--- src/inc/opc_pkg.sv ---
// package for the oscillator and pll control register block
// assumes an apb slave on clk_sys with 32-bit data

package opc_pkg;

	// ------------------------------------------------------------
	// register map (byte addresses)
	// ------------------------------------------------------------
	localparam logic [5:0] ADDR_CTRL = 6'h00;
	localparam logic [5:0] ADDR_CFG = 6'h04;
	localparam logic [5:0] ADDR_INT = 6'h08;
	localparam logic [5:0] ADDR_APB2RST = 6'h0c;
	localparam logic [5:0] ADDR_APB1RST = 6'h10;
	localparam logic [5:0] ADDR_AHBCLK = 6'h14;
	localparam logic [5:0] ADDR_APB2CLK = 6'h18;
	localparam logic [5:0] ADDR_APB1CLK = 6'h1c;
	localparam logic [5:0] ADDR_BDCTRL = 6'h20;
	localparam logic [5:0] ADDR_CSTS = 6'h24;
	localparam int NUM_REGS = 10;

	// ------------------------------------------------------------
	// clock control field positions
	// ------------------------------------------------------------
	localparam int BIT_INT_ON = 0;
	localparam int BIT_INT_STABLE = 1;
	localparam int TRIM_LO = 3;
	localparam int CAL_LO = 8;
	localparam int BIT_EXT_ON = 16;
	localparam int BIT_EXT_STABLE = 17;
	localparam int BIT_BYPASS = 18;
	localparam int BIT_MON_ON = 19;
	localparam int BIT_PLL_ON = 24;
	localparam int BIT_PLL_LOCKED = 25;
	// writable bits of clock control
	localparam logic [31:0] CTRL_WMASK = 32'h010f_00f9;

	// reset values
	localparam logic [4:0] TRIM_RST = 5'h10;
	localparam logic [7:0] CAL_DEFAULT = 8'h80;

	// interrupt register: failure flag position (own layout)
	localparam int BIT_FAIL_FLAG = 7;
	localparam int BIT_FAIL_CLR = 23;

	// system clock selection codes (configuration bits 1:0 and 3:2)
	typedef enum logic [1:0]
	{
		OPC_SRC_INT = 2'h0,
		OPC_SRC_EXT = 2'h1,
		OPC_SRC_PLL = 2'h2
	} opc_src_e;
	localparam int SEL_LO = 0;
	localparam int STS_LO = 2;
	localparam int BIT_PLL_SRC = 16;

	// stability indications from the analogue side
	typedef struct packed
	{
		logic intStable;
		logic extStable;
		logic pllLocked;
		logic extFail;
	} opc_ana_s;

	// power mode events
	typedef struct packed
	{
		logic softReset;
		logic wakeStandby;
		logic wakeStop;
		logic enterLowPower;
	} opc_pwr_s;

endpackage : opc_pkg

--- src/logic/opc_ctrl.sv ---
// oscillator, external clock and pll control register block
// assumes apb master on clk_sys; analogue status inputs are asynchronous
// and pass through two-stage synchronisers here

// Behaviour
// - internal oscillator enable forced on at reset, wake-ups and external clock failure
// - internal enable cannot be cleared while it feeds the system clock
// - bit 1 reads internal oscillator stable, read only
// - five-bit writable trim in bits 7:3
// - factory calibration loaded into read-only bits 15:8 at start-up
// - external enable cleared on entry to standby or stop
// - external enable cannot be cleared while it feeds the system clock
// - external ready set by hardware when stable, cleared by software
// - bypass bit chooses driven clock (1) or resonator (0)
// - bit 19 enables the clock failure monitor
// - pll enable cleared on entry to standby or stop or on monitored failure while fed from external, else software
// - pll enable cannot be cleared while pll is or becomes system clock
// - bit 25 reads pll locked, read only
// - clock control resets to low byte 0x83, upper half zero
// - byte, half-word and word writes complete with no wait cycles
// - ten word registers decoded from 0x00 to 0x24
// - monitored external failure stops external oscillator, and the pll when fed from external, selects internal
// - failure raises monitor interrupt and nmi until software clears the flag
module opc_ctrl #(
	parameter logic [7:0] FACTORY_CAL = opc_pkg::CAL_DEFAULT // arbitrary
)(
	input wire logic clk_sys,
	input wire logic sys_rst,
	input wire logic psel,
	input wire logic penable,
	input wire logic pwrite,
	input wire logic [31:0] paddr,
	input wire logic [31:0] pwdata,
	input wire logic [3:0] pstrb,
	output logic [31:0] prdata,
	output logic pready,
	output logic pslverr,
	input wire opc_pkg::opc_ana_s anaIn,
	input wire opc_pkg::opc_pwr_s pwrEvt,
	output logic intOscOn,
	output logic [4:0] intOscTrim,
	output logic extOscOn,
	output logic extOscBypass,
	output logic clockMonitorOn,
	output logic multiplierLoopOn,
	output logic [1:0] sysClkSel,
	output logic monitorIrq,
	output logic nmiReq
);

	// ------------------------------------------------------------
	// bus decode
	// ------------------------------------------------------------
	// strobes are byte lanes; zero wait states so pready is tied high
	wire logic access = psel && penable;
	wire logic wrEn = access && pwrite;
	wire logic [5:0] offs = paddr[5:0];
	wire logic inRange = (paddr[31:6] == 26'h0) && (offs[1:0] == 2'h0)
		&& (offs <= opc_pkg::ADDR_CSTS);
	wire logic [31:0] laneMask = {{8{pstrb[3]}}, {8{pstrb[2]}},
		{8{pstrb[1]}}, {8{pstrb[0]}}};
	wire logic wrCtrl = wrEn && inRange && offs == opc_pkg::ADDR_CTRL;
	wire logic wrCfg = wrEn && inRange && offs == opc_pkg::ADDR_CFG;
	wire logic wrInt = wrEn && inRange && offs == opc_pkg::ADDR_INT;
	assign pready = 1'b1;
	assign pslverr = access && !inRange;

	// ------------------------------------------------------------
	// synchronisers for analogue status
	// ------------------------------------------------------------
	logic [3:0] anaMeta_q;
	logic [3:0] anaSync_q;
	always_ff @(posedge clk_sys or posedge sys_rst)
	begin
		if (sys_rst)
		begin
			anaMeta_q <= 4'h0;
			anaSync_q <= 4'h0;
		end
		else
		begin
			anaMeta_q <= anaIn;
			anaSync_q <= anaMeta_q;
		end
	end
	wire logic intStable = anaSync_q[3];
	wire logic extStableNow = anaSync_q[2];
	wire logic pllLocked = anaSync_q[1];
	wire logic extFailSync = anaSync_q[0];

	// ------------------------------------------------------------
	// register state
	// ------------------------------------------------------------
	logic intOn_q;
	logic [4:0] trim_q;
	logic [7:0] cal_q;
	logic calLoaded_q;
	logic extOn_q;
	logic extRdy_q;
	logic extStablePrev_q;
	logic bypass_q;
	logic monOn_q;
	logic pllOn_q;
	logic failFlag_q;
	logic [31:0] cfg_q;
	wire logic [31:0] genWord [opc_pkg::NUM_REGS];

	// which sources are feeding the system clock (status field; pll also when only requested)
	wire logic [1:0] selSts = cfg_q[opc_pkg::STS_LO +: 2];
	wire logic [1:0] selReq = cfg_q[opc_pkg::SEL_LO +: 2];
	wire logic pllFromExt = cfg_q[opc_pkg::BIT_PLL_SRC];
	wire logic pllUsed = selSts == opc_pkg::OPC_SRC_PLL
		|| selReq == opc_pkg::OPC_SRC_PLL;
	wire logic extUsed = selSts == opc_pkg::OPC_SRC_EXT
		|| (selSts == opc_pkg::OPC_SRC_PLL && pllFromExt);
	wire logic intUsed = selSts == opc_pkg::OPC_SRC_INT
		|| (selSts == opc_pkg::OPC_SRC_PLL && !pllFromExt);

	// failure only counts when monitored and external drives the system
	wire logic clkFail = monOn_q && extUsed && extFailSync;
	wire logic lowPower = pwrEvt.enterLowPower;
	wire logic wakeUp = pwrEvt.softReset || pwrEvt.wakeStandby
		|| pwrEvt.wakeStop;

	// masked write data for the clock control register
	wire logic [31:0] ctrlW = pwdata & laneMask & opc_pkg::CTRL_WMASK;
	wire logic ctrlLane0 = wrCtrl && pstrb[0];
	wire logic ctrlLane2 = wrCtrl && pstrb[2];
	wire logic ctrlLane3 = wrCtrl && pstrb[3];
	wire logic extRise = extStableNow && !extStablePrev_q;
	wire logic extRdyClr = ctrlLane2 && pwdata[opc_pkg::BIT_EXT_STABLE];

	// internal oscillator enable and trim
	always_ff @(posedge clk_sys or posedge sys_rst)
	begin
		if (sys_rst)
		begin
			intOn_q <= 1'b1;
			trim_q <= opc_pkg::TRIM_RST;
		end
		else
		begin
			if (wakeUp || clkFail)
				intOn_q <= 1'b1;
			else if (ctrlLane0)
				intOn_q <= ctrlW[opc_pkg::BIT_INT_ON] || intUsed;
			if (ctrlLane0)
				trim_q <= ctrlW[opc_pkg::TRIM_LO +: 5];
		end
	end

	// calibration is taken once after reset release
	always_ff @(posedge clk_sys or posedge sys_rst)
	begin
		if (sys_rst)
		begin
			cal_q <= 8'h00;
			calLoaded_q <= 1'b0;
		end
		else if (!calLoaded_q)
		begin
			cal_q <= FACTORY_CAL;
			calLoaded_q <= 1'b1;
		end
	end

	// external oscillator enable, bypass, monitor, ready flag
	always_ff @(posedge clk_sys or posedge sys_rst)
	begin
		if (sys_rst)
		begin
			extOn_q <= 1'b0;
			bypass_q <= 1'b0;
			monOn_q <= 1'b0;
			extRdy_q <= 1'b0;
			extStablePrev_q <= 1'b0;
		end
		else
		begin
			extStablePrev_q <= extStableNow;
			if (lowPower || clkFail)
				extOn_q <= 1'b0;
			else if (ctrlLane2)
				extOn_q <= ctrlW[opc_pkg::BIT_EXT_ON] || extUsed;
			if (ctrlLane2)
			begin
				bypass_q <= ctrlW[opc_pkg::BIT_BYPASS];
				monOn_q <= ctrlW[opc_pkg::BIT_MON_ON];
			end
			// a new stable edge wins over a software clear
			if (extRise && extOn_q)
				extRdy_q <= 1'b1;
			else if (extRdyClr || !extOn_q)
				extRdy_q <= 1'b0;
		end
	end

	// pll enable
	always_ff @(posedge clk_sys or posedge sys_rst)
	begin
		if (sys_rst)
			pllOn_q <= 1'b0;
		else if (lowPower || (clkFail && pllFromExt))
			pllOn_q <= 1'b0;
		else if (ctrlLane3)
			pllOn_q <= ctrlW[opc_pkg::BIT_PLL_ON] || pllUsed;
	end

	// ------------------------------------------------------------
	// configuration: selection and switch status
	// ------------------------------------------------------------
	// status follows the request only once the target is ready
	logic [1:0] stsNext;
	always_comb
	begin
		stsNext = selSts;
		case (selReq)
			opc_pkg::OPC_SRC_INT: if (intStable) stsNext = selReq;
			opc_pkg::OPC_SRC_EXT: if (extRdy_q) stsNext = selReq;
			opc_pkg::OPC_SRC_PLL: if (pllLocked) stsNext = selReq;
			default: stsNext = selSts;
		endcase
	end
	wire logic [31:0] cfgW = (pwdata & laneMask)
		| (cfg_q & ~laneMask);
	always_ff @(posedge clk_sys or posedge sys_rst)
	begin
		if (sys_rst)
			cfg_q <= 32'h0;
		else if (clkFail || lowPower || wakeUp)
		begin
			cfg_q[opc_pkg::SEL_LO +: 2] <= opc_pkg::OPC_SRC_INT;
			cfg_q[opc_pkg::STS_LO +: 2] <= opc_pkg::OPC_SRC_INT;
		end
		else
		begin
			if (wrCfg)
			begin
				cfg_q[31:4] <= cfgW[31:4];
				cfg_q[opc_pkg::SEL_LO +: 2] <= cfgW[opc_pkg::SEL_LO +: 2];
			end
			cfg_q[opc_pkg::STS_LO +: 2] <= stsNext;
		end
	end

	// ------------------------------------------------------------
	// failure flag
	// ------------------------------------------------------------
	wire logic failClr = wrInt && pstrb[2] && pwdata[opc_pkg::BIT_FAIL_CLR];
	always_ff @(posedge clk_sys or posedge sys_rst)
	begin
		if (sys_rst)
			failFlag_q <= 1'b0;
		else if (clkFail)
			failFlag_q <= 1'b1;
		else if (failClr)
			failFlag_q <= 1'b0;
	end

	// ------------------------------------------------------------
	// plain storage registers (offsets 0x0c..0x24)
	// ------------------------------------------------------------
	// index 0..2 unused here; each word keeps its own flop so that
	// every element of the read array has exactly one driver
	genvar gi;
	generate
		for (gi = 0; gi < opc_pkg::NUM_REGS; gi++)
		begin : genStore
			if (gi < 3)
			begin : genUnused
				assign genWord[gi] = 32'h0;
			end
			else
			begin : genUsed
				logic [31:0] word_q;
				wire logic hit = wrEn && inRange && offs == 6'(gi * 4);
				always_ff @(posedge clk_sys or posedge sys_rst)
				begin
					if (sys_rst)
						word_q <= 32'h0;
					else if (hit)
						word_q <= (pwdata & laneMask) | (word_q & ~laneMask);
				end
				assign genWord[gi] = word_q;
			end
		end
	endgenerate

	// ------------------------------------------------------------
	// read path
	// ------------------------------------------------------------
	logic [31:0] ctrlRd;
	always_comb
	begin
		ctrlRd = 32'h0;
		ctrlRd[opc_pkg::BIT_INT_ON] = intOn_q;
		ctrlRd[opc_pkg::BIT_INT_STABLE] = intStable && intOn_q;
		ctrlRd[opc_pkg::TRIM_LO +: 5] = trim_q;
		ctrlRd[opc_pkg::CAL_LO +: 8] = cal_q;
		ctrlRd[opc_pkg::BIT_EXT_ON] = extOn_q;
		ctrlRd[opc_pkg::BIT_EXT_STABLE] = extRdy_q;
		ctrlRd[opc_pkg::BIT_BYPASS] = bypass_q;
		ctrlRd[opc_pkg::BIT_MON_ON] = monOn_q;
		ctrlRd[opc_pkg::BIT_PLL_ON] = pllOn_q;
		ctrlRd[opc_pkg::BIT_PLL_LOCKED] = pllLocked && pllOn_q;
	end
	wire logic [31:0] intRd = 32'(failFlag_q) << opc_pkg::BIT_FAIL_FLAG;
	wire logic [31:0] rdMux = !inRange ? 32'h0
		: offs == opc_pkg::ADDR_CTRL ? ctrlRd
		: offs == opc_pkg::ADDR_CFG ? cfg_q
		: offs == opc_pkg::ADDR_INT ? intRd
		: genWord[offs[5:2]];
	// prdata registered at setup so it is valid through the access phase
	always_ff @(posedge clk_sys or posedge sys_rst)
	begin
		if (sys_rst)
			prdata <= 32'h0;
		else if (psel && !penable && !pwrite)
			prdata <= rdMux;
	end

	// ------------------------------------------------------------
	// outputs
	// ------------------------------------------------------------
	assign intOscOn = intOn_q;
	assign intOscTrim = trim_q;
	assign extOscOn = extOn_q;
	assign extOscBypass = bypass_q;
	assign clockMonitorOn = monOn_q;
	assign multiplierLoopOn = pllOn_q;
	assign sysClkSel = selSts;
	assign monitorIrq = failFlag_q;
	assign nmiReq = failFlag_q;

	// ------------------------------------------------------------
	// checks
	// ------------------------------------------------------------
	chk_int_forced: assert property (@(posedge clk_sys) disable iff (sys_rst)
		(wakeUp || clkFail) |=> intOn_q)
		else $error("internal oscillator not forced on");
	chk_int_kept: assert property (@(posedge clk_sys) disable iff (sys_rst)
		(intUsed && intOn_q && !wrCfg) |=> intOn_q)
		else $error("internal enable cleared while in use");
	chk_ext_lowpwr: assert property (@(posedge clk_sys) disable iff (sys_rst)
		lowPower |=> !extOn_q && !pllOn_q)
		else $error("sources not stopped in low power");
	chk_ext_kept: assert property (@(posedge clk_sys) disable iff (sys_rst)
		(extUsed && extOn_q && !lowPower && !clkFail) |=> extOn_q)
		else $error("external enable cleared while in use");
	chk_ext_ready: assert property (@(posedge clk_sys) disable iff (sys_rst)
		(extRise && extOn_q) |=> extRdy_q)
		else $error("external ready not set");
	chk_pll_kept: assert property (@(posedge clk_sys) disable iff (sys_rst)
		(pllUsed && pllOn_q && !lowPower && !clkFail) |=> pllOn_q)
		else $error("pll enable cleared while selected");
	chk_fail_switch: assert property (@(posedge clk_sys) disable iff (sys_rst)
		clkFail |=> sysClkSel == opc_pkg::OPC_SRC_INT && !extOn_q
		&& failFlag_q)
		else $error("failure did not switch to internal");
	chk_fail_hold: assert property (@(posedge clk_sys) disable iff (sys_rst)
		(failFlag_q && !failClr) |=> nmiReq)
		else $error("failure flag dropped without clear");
	chk_reserved_zero: assert property (@(posedge clk_sys)
		disable iff (sys_rst)
		(ctrlRd & ~32'h030f_fffb) == 32'h0)
		else $error("reserved control bits not zero");
	chk_ready_sync: assert property (@(posedge clk_sys) disable iff (sys_rst)
		$rose(anaIn.pllLocked) && pllOn_q ##1 pllOn_q
		|-> !ctrlRd[opc_pkg::BIT_PLL_LOCKED])
		else $error("pll ready not synchronised");
	chk_no_wait: assert property (@(posedge clk_sys) disable iff (sys_rst)
		access |-> pready)
		else $error("wait state inserted");

endmodule : opc_ctrl

--- config.mk ---
export PLATFORM = sky130hd
export DESIGN_NAME = opc_ctrl
export DESIGN_NICKNAME = d
export VERILOG_FILES = /design/src/inc/opc_pkg.sv /design/src/logic/opc_ctrl.sv
export SDC_FILE = /design/constraint.sdc
export NUM_CORES = 1
export LEC_CHECK = 0
export BUFFER_PORTS_ARGS = -buffer_cell sky130_fd_sc_hd__buf_2
export CAP_MARGIN = 20
export CORE_ASPECT_RATIO = 2
export CORE_MARGIN = 1
export CORE_UTILIZATION = 50
export CTS_CLUSTER_SIZE = 30
export DETAILED_ROUTE_END_ITERATION = 7
export GPL_ROUTABILITY_DRIVEN = 0
export PLACE_DENSITY = 0.72
export SLEW_MARGIN = 15
export SYNTH_ARGS = -nofsm -noshare
export SYNTH_HDL_FRONTEND = slang
export SYNTH_SLANG_ARGS = --single-unit
--- constraint.sdc ---
create_clock -name clk_sys -period 10.7 [get_ports clk_sys]
set_input_delay 2.14 -clock clk_sys [delete_from_list [all_inputs] [get_ports clk_sys]]
set_output_delay 2.14 -clock clk_sys [all_outputs]
set_load 0.01 [all_outputs]
**Word-level counts from Yosys, hierarchy flattened**

Index checks and enable logic that the tools add are counted.

- Order comparisons: 2
- Equality and inequality tests: 16
- Bitwise logic cells: 20
- Reductions and logical operators: 66
- Multiplexer cells: 23

Operators with widths:

| operator | number |
|---|---|
| AND 32 bit | 9 |
| bitwise OR 32 bit | 8 |
| two-way mux 32 bit | 6 |
| binary-select mux 32 bit (select 4 bit) | 1 |
| logical AND 1 bit | 33 |
| inverter 32 bit | 1 |
| zero test 26 bit | 1 |
| == test 6 x 5 -> 1 bit (second input constant) | 4 |
| logical OR 1 bit | 13 |
| == test 6 x 4 -> 1 bit (second input constant) | 2 |
| == test 6 bit (second input constant) | 2 |
| nonzero test 2 bit | 6 |
| two-way mux 1 bit | 10 |
| two-way mux 2 bit | 4 |
| == test 6 x 3 -> 1 bit (second input constant) | 1 |
| less-or-equal comparator 6 bit (second input constant) | 1 |
| zero test 1 bit | 6 |
| zero test 2 bit | 3 |
| zero test 6 bit | 1 |
| != test 3 bit (second input constant) | 2 |
| one-hot mux 2 bit (3 select lines) | 1 |
| >= comparator 5 bit (second input constant) | 1 |
| inverter 4 -> 5 bit | 1 |
| == test 2 x 1 -> 1 bit (second input constant) | 2 |
| 7 further kinds | 8 |

- Register bits after elaboration: 311
- Output and inout port bits: 48
- Bits of input ports: 81

**Logic depth before layout (Yosys ltp)**

Gate-level depths: netlist (run 1).

- Depth after elaboration: 10
- Depth in mapped cells: 8
- Gate-level depth less buffers: 5

**Worst setup path after synthesis (run 1)**

Ideal clock, no wire load.

- Path kind: input -> output
- Start point: input paddr[17]
- End point: output pslverr
- Path buffers: 0
- Cell stages on the path: 4
- Path slack: 5.273 ns
- Data arrival time: 3.287 ns
- Cell sequence: nor4_1 > and4_1 > nand3_1 > and3_1

- Longest elaborated chain between the ends: 5

Ends and longest elaborated chain:

| item | RTL line | text |
|---|---|---|
| start, declared | opc_ctrl.sv:32 | `input wire logic [31:0] paddr,` |
| zero test 26 bit | opc_ctrl.sv:58 | `wire logic inRange = (paddr[31:6] == 26'h0) && (offs[1:0] == 2'h0)` |
| logical AND 1 bit | opc_ctrl.sv:58 |  |
| logical AND 1 bit | opc_ctrl.sv:59 | `&& (offs <= opc_pkg::ADDR_CSTS);` |
| zero test 1 bit | n/a |  |
| logical AND 1 bit | opc_ctrl.sv:66 | `assign pslverr = access && !inRange;` |
| end, declared | opc_ctrl.sv:37 | `output logic pslverr,` |

No other way between the ends.

**Worst setup path in the final report (run 1)**

- Start point: input paddr[2]
- End point: output pslverr

- Longest elaborated chain between the ends: 4

Ends and longest elaborated chain:

| item | RTL line |
|---|---|
| less-or-equal comparator 6 bit | opc_ctrl.sv:59 |
| logical AND 1 bit | opc_ctrl.sv:59 |
| zero test 1 bit | n/a |
| logical AND 1 bit | opc_ctrl.sv:66 |

No other way between the ends.

==> results of run 1 <==
## layout by cell type, fill, tap and decap left out, types with 12 or more instances in the layout
cell / instances
buf_2: 126
buf_4: 13
dfrtp_1: 309
mux4_2: 32
nor2_1: 12
clkbuf_16: 27
nand2_1: 72
nand4_1: 16
mux2_2: 259
o211ai_1: 28
mux2i_1: 32
a21oi_1: 17
a22oi_1: 18
a22o_1: 20
## per-layer routing
| metal | part of all wire | global-route usage | up-vias |
|---|---|---|---|
| met5 | 0.00057 | 0 | - |
| met3 | 0.047 | 0.0268 | 60 |
| met1 | 0.38 | 0.293 | 4740 |
| li1 | - | - | 3967 |
| met4 | 0.026 | 0.0792 | 4 |
| met2 | 0.54 | 0.443 | 293 |
## report_power, final
part           switching [mW]  internal, mW
logic                  0.0714        0.0258
registers            0.000863          1.18
clock network           0.432         0.578
## logic make-up after synthesis
family | count (synthesis) | share of synthesized area
muxes | 323 | 0.284
and+or+nand+nor | 167 | 0.0672
AOI/OAI and AO/OA | 134 | 0.0710
buffers and inverters | 61 | 0.0196
DFF | 311 | 0.558
other | 1 | 0.000269
## layout make-up
class,count,area share
Sequential cell,311,0.492
Multi-Input combinational cell,626,0.374
Clock buffer,39,0.0493
Timing Repair Buffer,141,0.0480
Tap cell,352,0.0278
Clock inverter,10,0.00807
Inverter,4,0.00119
## stage by stage
| step | instances | total power [mW] | area [µm²] |
|---|---|---|---|
| final | 1483 | 2.29 | 15800 |
| after global routing | 1483 | 2.35 | 15800 |
| after CTS | 1483 | 2.30 | 15800 |
| after detailed placement | 1434 | 1.30 | 14900 |
| after global placement | 1434 | 1.30 | 14900 |
| after floorplan | 998 | 1.25 | 14000 |
## how the worst max path moves through the flow
stage / end / slack (ns) / cells after the start
4_1_cts: pslverr / 4.55 / 6
2_1_floorplan: asynchronous set/reset pin / 4.42 / 1
5_1_grt: pslverr / 4.46 / 6
3_5_place_dp: pslverr / 4.57 / 6
3_3_place_gp: pslverr / 4.64 / 6
6_report: pslverr / 4.56 / 6
==> results.py, run 1 <==
metrics = {
    "floorplanning": {
        "start_util": 0.508,
        "die-area_um2": 28600,
        "die_y_um": 238,
        "core_area_um2": 27400,
        "num_io_pins": 129,
        "chipWidth_um": 120,
        "rows": 86,
    },
    "detailed_routing": {
        "vias": 9064,
        "antenna_left": 0,
        "drcViolationCount": 0,
        "wl_um": 33600,
        "drt_pre_antenna_iters": 5,
        "via_per_inst": 6.11,
        "drtIter0Drc": 606,
        "wl_per_cell_um": 22.7,
    },
    "clocking": {
        "cts-buffers-inserted": 27,
        "clock_sinks": 311,
        "clock-root-buffer": "clkbuf_16",
        "cts_resized": 0,
        "cts_buffer_depth": 3,
        "worstSkewPairLatency_ns": 0.55,
        "cts_tree": "built",
        "cts_hold_buffers": 0,
        "cts_setup_buffers": 0,
        "cts_max_level": 1,
        "clk_pin_slew_ns": 0.07,
    },
    "yosys": {
        "yosys_warnings": 0,
        "avgSynthCellArea_um2": 14.0,
        "synth_top_cells_by_count": "dfrtp_1, mux2_2, nand2_1",
        "yosysTopAreaCell": "dfrtp_1",
        "ys_async_sr_fraction": 1.00,
        "syn_area_um2": 13900,
        "ys.flop_type": "dfrtp_1",
        "yosysMostFrequentCell": "dfrtp_1",
        "yosys-top-cells-area": "dfrtp_1, mux2_2, mux4_2",
        "synth_top_area_frac": 0.554,
        "syn-instance-count": 997,
        "synth_seq_cells": 311,
        "synth-edff-count": 0,
        "ys_seq_area_frac": 0.558,
        "ys_types": 61,
    },
    "setup_path": {
        "cp-start-kind": "primary input",
        "cp.arrival_ns": 4.00,
        "crit_required_ns": 8.56,
        "cpPeakStageDelay_ns": 0.50,
        "cp_slowest_cell": "nand3_1",
        "crit_buf_inv": 2,
        "reg2reg_from": "cfg_q[2]",
        "criticalPathCategory": "in2out",
        "ff2ff_path_depth": 5,
        "cp_cell_sequence": "buf_4, o21a_1, o31ai_1, nand3_1, and3_1, buf_2",
        "cp_top_family": "simple AND/OR/NAND/NOR gates",
        "crit_fanout": 49,
        "rrSetupSlack_ns": 8.16,
        "setup.worst_path.start": "paddr[2]",
        "end_kind": "output port",
    },
    "run": {
        "max-cap-violations": 0,
    },
    "sta": {
        "setup-tns-final_ns": 0,
        "finalCriticalPeriod_ns": 6.14,
        "fmax_ghz": 0.163,
        "slew_viol_final": 0,
        "fin_ws_ns": 4.56,
        "finalCritPeriodShare": 0.574,
        "finClkSkew_ns": 0.0154,
        "rsz0062_at_grt": "no",
        "slew_headroom": 0.345,
        "setup_viol": 0,
        "fin_hold_ws_ns": 0.358,
        "hold_viol_final": 0,
        "tightest_slew_ns": 0.978,
    },
    "placed_design": {
        "dp_hpwl_um": 22200,
        "pre_cts_ws_ns": 4.57,
        "io_buffers": 127,
    },
    "grt": {
        "grtUsageTotal": 0.242,
        "grt_pass1_vias": 9301,
        "grt_max_degree": 164,
        "overflow": 0,
        "antenna_found_initial": 2,
        "grt_pass1_wl_um": 52600,
    },
    "final_layout": {
        "postLayoutCoreUtil": 0.577,
        "seq_area_um2": 7780,
        "finalNetCount": 1192,
        "syn_to_final_growth_pct": 13.4,
        "diodes": 0,
        "multiInputGateArea_um2": 5910,
        "final_layout_size_suffix_gt1_frac": 0.443,
        "nFillCells": 2217,
    },
    "run_status": {
        "status": "completed",
    },
    "min_path": {
        "holdPathEnd": "anaSync_q[2]",
        "hold_class": "reg2reg",
        "hold_start": "anaMeta_q[2]",
        "holdPathStages": 0,
    },
    "power_and_ir_drop": {
        "p_leak_nw": 7.75,
        "vdd_drop_max_uv": 98.5,
        "cellPowerDensity_nw_per_um2": 144,
    },
}
No activity file was read; power rests on OpenSTA's default activity.
==> run 2: changes to the inputs <==
--- a/config.mk
+++ b/config.mk
@@ -5,6 +5,7 @@
 export SDC_FILE = /design/constraint.sdc
 export NUM_CORES = 1
 export LEC_CHECK = 0
+export ABC_AREA = 1
 export BUFFER_PORTS_ARGS = -buffer_cell sky130_fd_sc_hd__buf_2
 export CAP_MARGIN = 20
 export CORE_ASPECT_RATIO = 2
@@ -13,7 +14,7 @@
 export CTS_CLUSTER_SIZE = 30
 export DETAILED_ROUTE_END_ITERATION = 7
 export GPL_ROUTABILITY_DRIVEN = 0
-export PLACE_DENSITY = 0.72
+export PLACE_DENSITY = 0.69
 export SLEW_MARGIN = 15
 export SYNTH_ARGS = -nofsm -noshare
 export SYNTH_HDL_FRONTEND = slang
==> constraint.sdc (replaced) <==
create_clock -name clk_sys -period 6.05 [get_ports clk_sys]
set_input_delay 1.21 -clock clk_sys [delete_from_list [all_inputs] [get_ports clk_sys]]
set_output_delay 1.21 -clock clk_sys [all_outputs]
set_load 0.01 [all_outputs]
==> results.py, run 2 <==
metrics = {
    "clocking": {
        "cts_hold_buffers": 0,
        "cts_setup_buffers": 0,
        "clock-root-buffer": "clkbuf_16",
        "cts_max_level": 1,
        "worstSkewPairLatency_ns": 0.56,
        "clk_pin_slew_ns": 0.06,
        "cts_tree": "built",
        "cts_resized": 0,
        "cts-buffers-inserted": 28,
        "clock_sinks": 311,
        "cts_buffer_depth": 3,
    },
    "setup_path": {
        "crit_buf_inv": 3,
        "criticalPathCategory": "in2out",
        "cp-start-kind": "primary input",
        "cp.arrival_ns": 2.44,
        "crit_fanout": 7,
        "ff2ff_path_depth": 11,
        "crit_required_ns": 4.84,
        "cp_cell_sequence": "buf_2, nor2_4, nand2_1, nor2_1, nand2_1, nor2_4, nand2_1, inv_1, nor2_1, buf_2",
        "cpPeakStageDelay_ns": 0.20,
        "end_kind": "output port",
        "cp_slowest_cell": "nor2_4",
        "rrSetupSlack_ns": 3.61,
        "timing.critical_path.mode_cell": "nand2_1",
        "cp_top_family": "simple AND/OR/NAND/NOR gates",
        "cp_num_cells": 10,
    },
    "yosys": {
        "avgSynthCellArea_um2": 9.00,
        "yosys_warnings": 0,
        "ys_types": 35,
        "ys_async_sr_fraction": 1.00,
        "ys.flop_type": "dfrtp_1",
        "ys_seq_area_frac": 0.570,
        "yosysTopAreaCell": "dfrtp_1",
        "synth-edff-count": 0,
        "syn-instance-count": 1517,
        "synth_top_area_frac": 0.566,
        "yosysMostFrequentCell": "nand2_1",
        "synth_top_cells_by_count": "nand2_1, dfrtp_1, o21ai_1",
        "syn_area_um2": 13700,
        "yosys-top-cells-area": "dfrtp_1, nand2_1, o21ai_1",
        "synth_seq_cells": 311,
    },
    "floorplanning": {
        "die-area_um2": 28000,
        "num_io_pins": 129,
        "start_util": 0.508,
        "chipWidth_um": 119,
        "die_y_um": 236,
        "rows": 85,
        "core_area_um2": 26900,
    },
    "final_layout": {
        "final_layout_size_suffix_gt1_frac": 0.165,
        "nFillCells": 2352,
        "finalNetCount": 1687,
        "final_cell_mix": "nand2_1, dfrtp_1, o21ai_1",
        "final_common_cell": "nand2_1",
        "postLayoutCoreUtil": 0.577,
        "syn_to_final_growth_pct": 13.6,
    },
    "detailed_routing": {
        "vias": 11261,
        "antenna_left": 0,
        "wl_um": 37900,
        "via_per_inst": 5.70,
        "drtIter0Drc": 1002,
        "drt_pre_antenna_iters": 5,
        "wl_per_cell_um": 19.2,
        "drcViolationCount": 0,
    },
    "grt": {
        "grtUsageTotal": 0.279,
        "grt_pass1_wl_um": 60800,
        "antenna_found_initial": 1,
        "overflow": 0,
        "grt_max_degree": 165,
        "grt_pass1_vias": 11422,
    },
    "sta": {
        "setup_viol": 0,
        "fmax_ghz": 0.274,
        "finalCriticalPeriod_ns": 3.65,
        "tightest_slew_ns": 0.971,
        "rsz0062_at_grt": "no",
        "slew_viol_final": 0,
        "slew_headroom": 0.350,
        "finalCritPeriodShare": 0.603,
        "hold_viol_final": 0,
        "setup-tns-final_ns": 0,
        "finClkSkew_ns": 0.00673,
    },
    "power_and_ir_drop": {
        "p_int_mw": 3.26,
        "p_leak_nw": 7.48,
        "clockPowerShare": 0.462,
        "power_frac_comb": 0.044,
        "seqPwrFrac": 0.494,
        "netSwitchingFraction": 0.226,
        "vdd_drop_max_uv": 239,
        "cellPowerDensity_nw_per_um2": 272,
        "p_sw_mw": 0.954,
    },
    "min_path": {
        "hold_class": "reg2reg",
        "holdPathStages": 0,
    },
    "run": {
        "max-cap-violations": 0,
    },
    "placed_design": {
        "dp_hpwl_um": 24300,
        "io_buffers": 127,
    },
    "run_status": {
        "status": "completed",
    },
}
## run 2: changes by cell type in the layout (fill, tap and decap cells not counted), moves of 12 or more
cell      before  now
o21ai_2        0   33
o211ai_1      28    4
mux2_2       259    0
nor2_1        12   24
a22oi_1       18   84
inv_1          3   52
o21ai_0        9   69
nand4_1       16    4
mux4_2        32    0
nand2_2        1   23
mux2i_1       32    0
nand3_1       11   44
nand2_1       72  530
o21ai_1        0  161
## run 2: power groups by stage
stage,combinational (mW),sequential [mW],clock [mW]
floorplan,0.100,2.12,0
global placement,0.184,2.12,0
detailed placement,0.186,2.12,0
CTS,0.186,2.08,1.97
global route,0.202,2.08,2.04
finish,0.185,2.08,1.95
## run 2: final timing paths
kind	start	end
min	anaMeta_q[1]	anaSync_q[1]
max reg2reg	cfg_q[2]	flop
max in group asynchronous	sys_rst	anaMeta_q[3]
max	paddr[1]	pslverr
min reg2reg	anaMeta_q[1]	anaSync_q[1]
min in group asynchronous	sys_rst	prdata[11]
## run 2: stage by stage
step	hold slack, ns	worst slack [ns]	power (mW)	instance area (µm²)	std cells
2_1_floorplan	0.331	0.701	2.22	13700	1518
3_3_place_gp	0.335	2.45	2.31	14500	1924
3_5_place_dp	0.336	2.42	2.31	14500	1924
4_1_cts	0.350	2.43	4.24	15500	1976
5_1_grt	0.353	2.31	4.33	15500	1976
6_report	0.349	2.40	4.22	15500	1977
## run 2: area by class of cell
class / instances / area (µm²) / share of cell area
Antenna cell: 1 / 2.50 / 0.000161
Clock buffer: 38 / 800 / 0.0515
Clock inverter: 14 / 215 / 0.0139
Inverter: 56 / 214 / 0.0138
Multi-Input combinational cell: 1068 / 5300 / 0.342
Sequential cell: 311 / 7780 / 0.502
Tap cell: 348 / 435 / 0.0281
Timing Repair Buffer: 141 / 766 / 0.0493
## run 2: logic make-up after synthesis
| logic type | share of synthesized area |
|---|---|
| other cells | 0.000275 |
| compound gates | 0.182 |
| buf+inv | 0.0442 |
| simple gates | 0.204 |
| flops | 0.570 |
## run 2: per-layer routing
layer,share of wire,track usage,wire length (µm),vias to the layer above
li1,-,-,-,5273
met1,0.38,0.338,14500,5423
met2,0.51,0.490,19300,469
met3,0.068,0.0378,2570,96
met4,0.040,0.125,1500,0
met5,0,0,0,-
